`src/rtl/pcm_defs.vh`:
```
`ifndef PCM_DEFS_VH
`define PCM_DEFS_VH

// Operand and result widths accepted by the multiplier
`define PCM_WIDTH_MIN        1
`define PCM_WIDTH_MAX        256
`define PCM_WIDTH_A_DEFAULT  16
`define PCM_WIDTH_B_DEFAULT  16
`define PCM_WIDTH_R_DEFAULT  33

// Output latency in clock cycles
`define PCM_LATENCY_MIN      0
`define PCM_LATENCY_MAX      14
`define PCM_LATENCY_DEFAULT  4

// Operand representation: 1 = signed two's complement, 0 = unsigned
`define PCM_REPR_UNSIGNED    0
`define PCM_REPR_SIGNED      1

// Optional controls: 1 = input honoured, 0 = input ignored
`define PCM_OPT_OFF          0
`define PCM_OPT_ON           1

// Value loaded into every output_latency_cycles stage on a clear
`define PCM_CLEAR_VALUE      1'b0

// Stages of the reset release synchroniser
`define PCM_RST_SYNC_STAGES  2

`endif

```
`src/rtl/pcm_delay_line.v`:
```
`timescale 1ns/1ps
`default_nettype none

`include "pcm_defs.vh"

// Chain of DEPTH registers; the tap comes straight from the last stage
module pcm_delay_line #(
  parameter integer WIDTH = 32,
  parameter integer DEPTH = 1
) (
  input  wire             clk_in,
  input  wire             clear_async_in,
  input  wire             clear_sync_in,
  input  wire             advance_in,
  input  wire [WIDTH-1:0] data_in,
  output wire [WIDTH-1:0] data_out
);

  reg [WIDTH-1:0] stage [0:DEPTH-1];
  integer         i;

  always @(posedge clk_in or posedge clear_async_in) begin
    if (clear_async_in) begin
      for (i = 0; i < DEPTH; i = i + 1) begin
        stage[i] <= {WIDTH{`PCM_CLEAR_VALUE}};
      end
    end else if (clear_sync_in) begin
      // Clear wins over a stalled enable so a held pipe can still be flushed
      for (i = 0; i < DEPTH; i = i + 1) begin
        stage[i] <= {WIDTH{`PCM_CLEAR_VALUE}};
      end
    end else if (advance_in) begin
      stage[0] <= data_in;
      for (i = 1; i < DEPTH; i = i + 1) begin
        stage[i] <= stage[i-1];
      end
    end
  end

  assign data_out = stage[DEPTH-1];

endmodule

`default_nettype wire

```
`src/rtl/pcm_complex_mult.v`:
```
`timescale 1ns/1ps
`default_nettype none

`include "pcm_defs.vh"

// Behaviour
// - A operand width, real and imaginary, is a parameter from 1 to 256.
// - B operand width, real and imaginary, is a parameter from 1 to 256.
// - Each product output width is a parameter from 1 to 256.
// - A parameter selects signed or unsigned reading of A parts.
// - A parameter selects signed or unsigned reading of B parts.
// - Operand to product latency is a parameter from 0 to 14 cycles.
// - Optional asynchronous clear empties output_latency_cycles and, at latency 1 or more, outputs at once.
// - Optional synchronous clear empties output_latency_cycles and, at latency 1 or more, outputs on the clock.
// - Optional active-high clock enable; low holds every output_latency_cycles register.
// - Real product appears on an output of the result width.
// - Imaginary product appears on an output of the result width.
module pcm_complex_mult #(
  parameter integer WIDTH_A        = `PCM_WIDTH_A_DEFAULT,
  parameter integer WIDTH_B        = `PCM_WIDTH_B_DEFAULT,
  parameter integer WIDTH_RESULT   = `PCM_WIDTH_R_DEFAULT,
  parameter integer a_signedness   = `PCM_REPR_SIGNED,
  parameter integer b_signedness   = `PCM_REPR_SIGNED,
  parameter integer output_latency_cycles = `PCM_LATENCY_DEFAULT,
  parameter integer USE_ACLR       = `PCM_OPT_ON,
  parameter integer USE_SCLR       = `PCM_OPT_ON,
  parameter integer USE_ENA        = `PCM_OPT_ON
) (
  input  wire                    ref_clk_in,
  input  wire                    rst_n_in,
  input  wire                    aclr_in,
  input  wire                    sclr_in,
  input  wire                    ena_in,
  input  wire [WIDTH_A-1:0]      a_real_in,
  input  wire [WIDTH_A-1:0]      a_imag_in,
  input  wire [WIDTH_B-1:0]      b_real_in,
  input  wire [WIDTH_B-1:0]      b_imag_in,
  output wire [WIDTH_RESULT-1:0] result_real_out,
  output wire [WIDTH_RESULT-1:0] result_imag_out
);

  // Internal width: wide enough that neither product nor sum can overflow,
  // even for two unsigned full-scale operands
  localparam integer WIDTH_INT = WIDTH_A + WIDTH_B + 2;
  localparam integer EXT_A     = WIDTH_INT - WIDTH_A;
  localparam integer EXT_B     = WIDTH_INT - WIDTH_B;
  localparam integer PIPE_W    = 2 * WIDTH_RESULT;

  reg  [`PCM_RST_SYNC_STAGES-1:0] rst_sync;
  wire                            rst_n;
  wire                            clear_async;
  wire                            clear_sync;
  wire                            advance;

  wire [WIDTH_INT-1:0]            ar_ext;
  wire [WIDTH_INT-1:0]            ai_ext;
  wire [WIDTH_INT-1:0]            br_ext;
  wire [WIDTH_INT-1:0]            bi_ext;
  wire [WIDTH_INT-1:0]            real_full;
  wire [WIDTH_INT-1:0]            imag_full;
  wire [WIDTH_RESULT-1:0]         real_fit;
  wire [WIDTH_RESULT-1:0]         imag_fit;

  // Widen an operand to the internal width; only signed operands copy the MSB
  function [WIDTH_INT-1:0] widen_a;
    input [WIDTH_A-1:0] value;
    begin
      widen_a = {{EXT_A{(a_signedness == `PCM_REPR_SIGNED) & value[WIDTH_A-1]}}, value};
    end
  endfunction

  function [WIDTH_INT-1:0] widen_b;
    input [WIDTH_B-1:0] value;
    begin
      widen_b = {{EXT_B{(b_signedness == `PCM_REPR_SIGNED) & value[WIDTH_B-1]}}, value};
    end
  endfunction

  // Two's complement product kept at the internal width; exact by construction
  function [WIDTH_INT-1:0] mul_int;
    input [WIDTH_INT-1:0] x;
    input [WIDTH_INT-1:0] y;
    reg   [2*WIDTH_INT-1:0] full;
    begin
      full    = $signed(x) * $signed(y);
      mul_int = full[WIDTH_INT-1:0];
    end
  endfunction

  // Result bits past the internal width repeat its sign bit
  function [WIDTH_RESULT-1:0] fit_result;
    input [WIDTH_INT-1:0] value;
    integer               k;
    begin
      for (k = 0; k < WIDTH_RESULT; k = k + 1) begin
        if (k < WIDTH_INT) begin
          fit_result[k] = value[k];
        end else begin
          fit_result[k] = value[WIDTH_INT-1];
        end
      end
    end
  endfunction

  // Reset release through two flops; assertion stays asynchronous
  always @(posedge ref_clk_in or negedge rst_n_in) begin
    if (!rst_n_in) begin
      rst_sync <= {`PCM_RST_SYNC_STAGES{1'b0}};
    end else begin
      rst_sync <= {rst_sync[`PCM_RST_SYNC_STAGES-2:0], 1'b1};
    end
  end

  assign rst_n = rst_sync[`PCM_RST_SYNC_STAGES-1];

  // Disabled options are tied off here so the ports may be left at zero
  assign clear_async = (!rst_n) | ((USE_ACLR == `PCM_OPT_ON) & aclr_in);
  assign clear_sync  = (USE_SCLR == `PCM_OPT_ON) & sclr_in;
  assign advance     = (USE_ENA != `PCM_OPT_ON) | ena_in;

  assign ar_ext = widen_a(a_real_in);
  assign ai_ext = widen_a(a_imag_in);
  assign br_ext = widen_b(b_real_in);
  assign bi_ext = widen_b(b_imag_in);

  assign real_full = mul_int(ar_ext, br_ext) - mul_int(ai_ext, bi_ext);
  assign imag_full = mul_int(ar_ext, bi_ext) + mul_int(ai_ext, br_ext);

  // Fit to the result width: keep the low bits, or sign-extend when wider
  assign real_fit = fit_result(real_full);
  assign imag_fit = fit_result(imag_full);

  // Latency is applied after the multiply; a deep retimable chain is
  // traded for a simpler structure that synthesis can still balance
  generate
    if (output_latency_cycles == 0) begin : g_comb
      // No stage at all, so clears and enable have nothing to act on
      assign result_real_out = real_fit;
      assign result_imag_out = imag_fit;
    end else begin : g_pipe
      wire [PIPE_W-1:0] pipe_out;

      pcm_delay_line #(
        .WIDTH (PIPE_W),
        .DEPTH (output_latency_cycles)
      ) u_delay (
        .clk_in         (ref_clk_in),
        .clear_async_in (clear_async),
        .clear_sync_in  (clear_sync),
        .advance_in     (advance),
        .data_in        ({real_fit, imag_fit}),
        .data_out       (pipe_out)
      );

      assign result_real_out = pipe_out[PIPE_W-1:WIDTH_RESULT];
      assign result_imag_out = pipe_out[WIDTH_RESULT-1:0];
    end
  endgenerate

endmodule

`default_nettype wire

```
`config.mk`:
```
export PLATFORM = sky130hd
export DESIGN_NAME = pcm_complex_mult
export DESIGN_NICKNAME = d
export VERILOG_FILES = /design/src/rtl/pcm_delay_line.v /design/src/rtl/pcm_complex_mult.v
export VERILOG_INCLUDE_DIRS = /design/src /design/src/rtl
export SDC_FILE = /design/constraint.sdc
export NUM_CORES = 2
export LEC_CHECK = 0
export BUFFER_PORTS_ARGS = -buffer_cell sky130_fd_sc_hd__buf_4
export CAP_MARGIN = 40
export CORE_AREA = 2 2 287 289
export DETAILED_ROUTE_END_ITERATION = 10
export DIE_AREA = 0 0 289 291
export PLACE_DENSITY_LB_ADDON = 0.3
export SYNTH_ARGS = -nofsm -noshare
export SYNTH_HDL_FRONTEND = slang
export SYNTH_HIERARCHICAL = 1
export SYNTH_SLANG_ARGS = --single-unit
```
`constraint.sdc`:
```
create_clock -name ref_clk_in -period 19.4 [get_ports ref_clk_in]
set_input_delay 1.94 -clock ref_clk_in [delete_from_list [all_inputs] [get_ports ref_clk_in]]
set_output_delay 1.94 -clock ref_clk_in [all_outputs]
set_load 0.01 [all_outputs]
```
==> impl_metrics.csv <==
group,metric,value,unit
outcome,status,"finished clean",
global_routing,grt.total_usage,29.2,%
timing,final.setup.tns,0,ps
cts,clk_lat_worst_skew,610,ps
synthesis,synth-compound-area-share,3.61,%
run,max_cap_viol_count,0,
timing,drv_slew,0,
critical_path,critPathArrivalTime,10720,ps
worst_hold_path,hp-class,"reg2async",
route,final_antenna_net_count,0,
synthesis,syn-num-nets,6915,
critical_path,cp-end-kind,"flip-flop",
global_routing,grt-ovfl-total,0,
synthesis,synthSimpleGateAreaFrac,13.4,%
synthesis,synth-xor-area-share,2.46,%
synthesis,postSynth.topFlopCell,"dfrtp_1",
finish,syn2layout_area_growth,3.32,%
synthesis,ys_types,77,
critical_path,slowest_cell_on_the_critical_path,"clkinv_1",
floorplan,starting_density,64.5,%
critical_path,timing_worst_setup_path_type,"in2reg",
cts,cts_setup_buffers,0,
floorplan,placement_rows,105,
route,vias,35100,
critical_path,crit-reg2reg-launch,"rst_sync[1]",
global_routing,grt_max_degree,104,
finish,layout_commonest_cell,"inv_1",
timing,timing_hold_violations_final,0,
synthesis,syn_area,52400,um2
synthesis,yosys.area_share.adder,51.1,%
finish,layout.nets,6777,
synthesis,synth_top_family_by_area,"adder cells",
synthesis,post-synth-top-area-cell,"fa_1",
timing,tightestPinTransition,1040,ps
floorplan,die_span_in_y,291,um
cts,numClockSinks,266,
cts,cts_buffer_count,27,
synthesis,yosysWarnings,6,
timing,rsz_0062_raised_after_global_routing,"false",
cts,cts_hold_repair.buffers,0,
synthesis,syn_area_per_cell,9.75,um2
global_routing,grt_antenna_before_repair,11,
route,drc,0,
cts,htreeDepth,1,
timing,worst_slew_margin_rel,30.4,%
floorplan,floorplan.die.width,289,um
critical_path,worst_setup_path_startpoint,"b_imag_in[15]",
critical_path,path_max_fanout,16,
critical_path,worst_setup_path_start_kind,"input pin",
timing,min_period_over_period,52.4,%
floorplan,floorplan.io_pins,135,
cts,clock_tree.buffer_depth,3,
critical_path,worst-endpoint-required,19950,ps
synthesis,synth.yosys.seq_area_share,12.7,%
synthesis,yosys-top-cells-area,"fa_1, dfrtp_1, ha_1",
timing,setup_viol,0,
floorplan,fp.coreArea,81200,um2
critical_path,cpPeakStageDelay,690,ps
finish,fraction_of_layout_cells_with_a_size_suffix_above_1,3.98,%
floorplan,design.die.area,84100,um2
cts,clk_transition_reported_paths,80,ps
synthesis,fraction_of_synthesized_cell_area_taken_by_the_top_area_cell_type,42.6,%
critical_path,reg2reg_setup_slack,16760,ps
synthesis,synth.area.mux_share,5.04,%
placement,estimated_wirelength_of_the_detail_placed_design,90300,um
route,routed_wire_length_per_instance,18.5,um
route,route.detailed.vias_per_inst,5.54,
timing,max_freq,98.3,MHz
route,drt_pass1_iterations,6,
route,drt_first_iter_violations,2254,
synthesis,synth-async-reset-ratio,100,%
timing,clock-skew-final,42.4,ps
cts,ctsRootBufferMaster,"clkbuf_16",
critical_path,worst_path_most_repeated_cell,"fa_1",
synthesis,synth_edf_count,0,
global_routing,number_of_global_route_vias_before_repair,37900,
synthesis,flop_and_latch_count_out_of_synthesis,266,
cts,tritoncts,"done",
cts,cts_resized,0,
timing,final_period_minus_worst_setup_slack,10170,ps
placement,globalplace.congestion,0.971,
placement,port_buffers,134,
global_routing,grt_pass1_wl,194000,um
synthesis,synthesized_netlist_cell_count,5375,
route,wirelength_routed,117000,um
finish,layout_common_cells,"inv_1, fa_1, nand2_1, and2_1, nor2_1",
## layer usage
metal  GRT usage [%]  vias to the layer above  part of all wire [%]
met5               0                        -                 0.034
met4            11.9                        6                   4.7
met3            4.05                      219                   6.7
met2            47.6                     1157                    49
met1            39.8                    18100                    40
li1                -                    15600                     -
## critical path: cells and delay by family
kind            cells  cell delay, ps
fa+ha+maj           8            3600
compound gates      9            2370
simple gates        5            1280
buf+inv             4            1020
xor+xnor            2             400
mux                 1             110
## synth_stat cells (all sizes together) (3+ instances only)
library cell and n:
buf 120, a31oi 9, o21ai 48, mux2i 264, o21bai 14, a211oi 6, o41ai 3, fa 1114
nand4 6, xnor2 113, nor4 4, a21oi 87, nand3 12, and3 7, nor2 360, or3 8
o31ai 4, o21a 14, a311oi 4, nor2b 14, nand2 542, inv 1142, a21o 50, clkbuf 195
or2 8, and2 461, nor3 18, o211ai 7, o311ai 3, nand2b 36, dfrtp 266, o31a 6
ha 357, xor2 34
## kinds of logic (layout without fill, tap and decap cells)
logic type | after synthesis | after routing
multiplexers | 264 | 264
other | 1 | 8
XOR/XNOR | 147 | 147
buffers and inverters | 1458 | 1340
flip-flops | 266 | 266
AO/OA/AOI/OAI | 284 | 284
AND/OR/NAND/NOR | 1484 | 1484
adder cells (fa/ha/maj) | 1471 | 1471
## per-stage QoR
stage	cell area (um2)	util, %	instances	hold slack [ps]	worst slack (ps)
after floorplan	52400	-	5375	331	10050
after detailed placement	53100	65.4	6278	337	8680
final	54100	66.7	6334	288	9230
after global placement	53000	65.3	6272	335	8760
after global routing	54100	66.7	6334	360	8900
after CTS	54100	66.6	6327	316	9270
## flip-flops by register name, indices dropped and copies added (netlist names)
register and count:
rst_sync 2, g_pipe.u_delay/data_out 66, g_pipe.u_delay/stage 198
## path summary, 6_finish.rpt
path / endpoint / cells after the start
setup reg to reg: g_pipe.u_delay/data_out[54] / 6
min in group ref_clk_in: rst_sync[1] / 0
hold reg to reg: g_pipe.u_delay/stage[229] / 2
hold / removal: g_pipe.u_delay/stage[229] / 2
setup / recovery: g_pipe.u_delay/stage[229] / 29
max in group asynchronous: g_pipe.u_delay/data_out[54] / 7
## layout make-up
| type | instances | area [um2] |
|---|---|---|
| fill | 6354 | 27100 |
| tap | 1070 | 1340 |
| clock buffer | 37 | 783 |
| sequential | 266 | 6660 |
| timing repair buffer | 148 | 1230 |
| inverter | 1143 | 4300 |
| antenna | 7 | 17.5 |
| multi-input combinational | 3651 | 39600 |
| clock inverter | 12 | 204 |
Power is left out: the tool's default activity adds up to more than one toggle a clock period on the data nets, which glitch-free logic cannot reach.
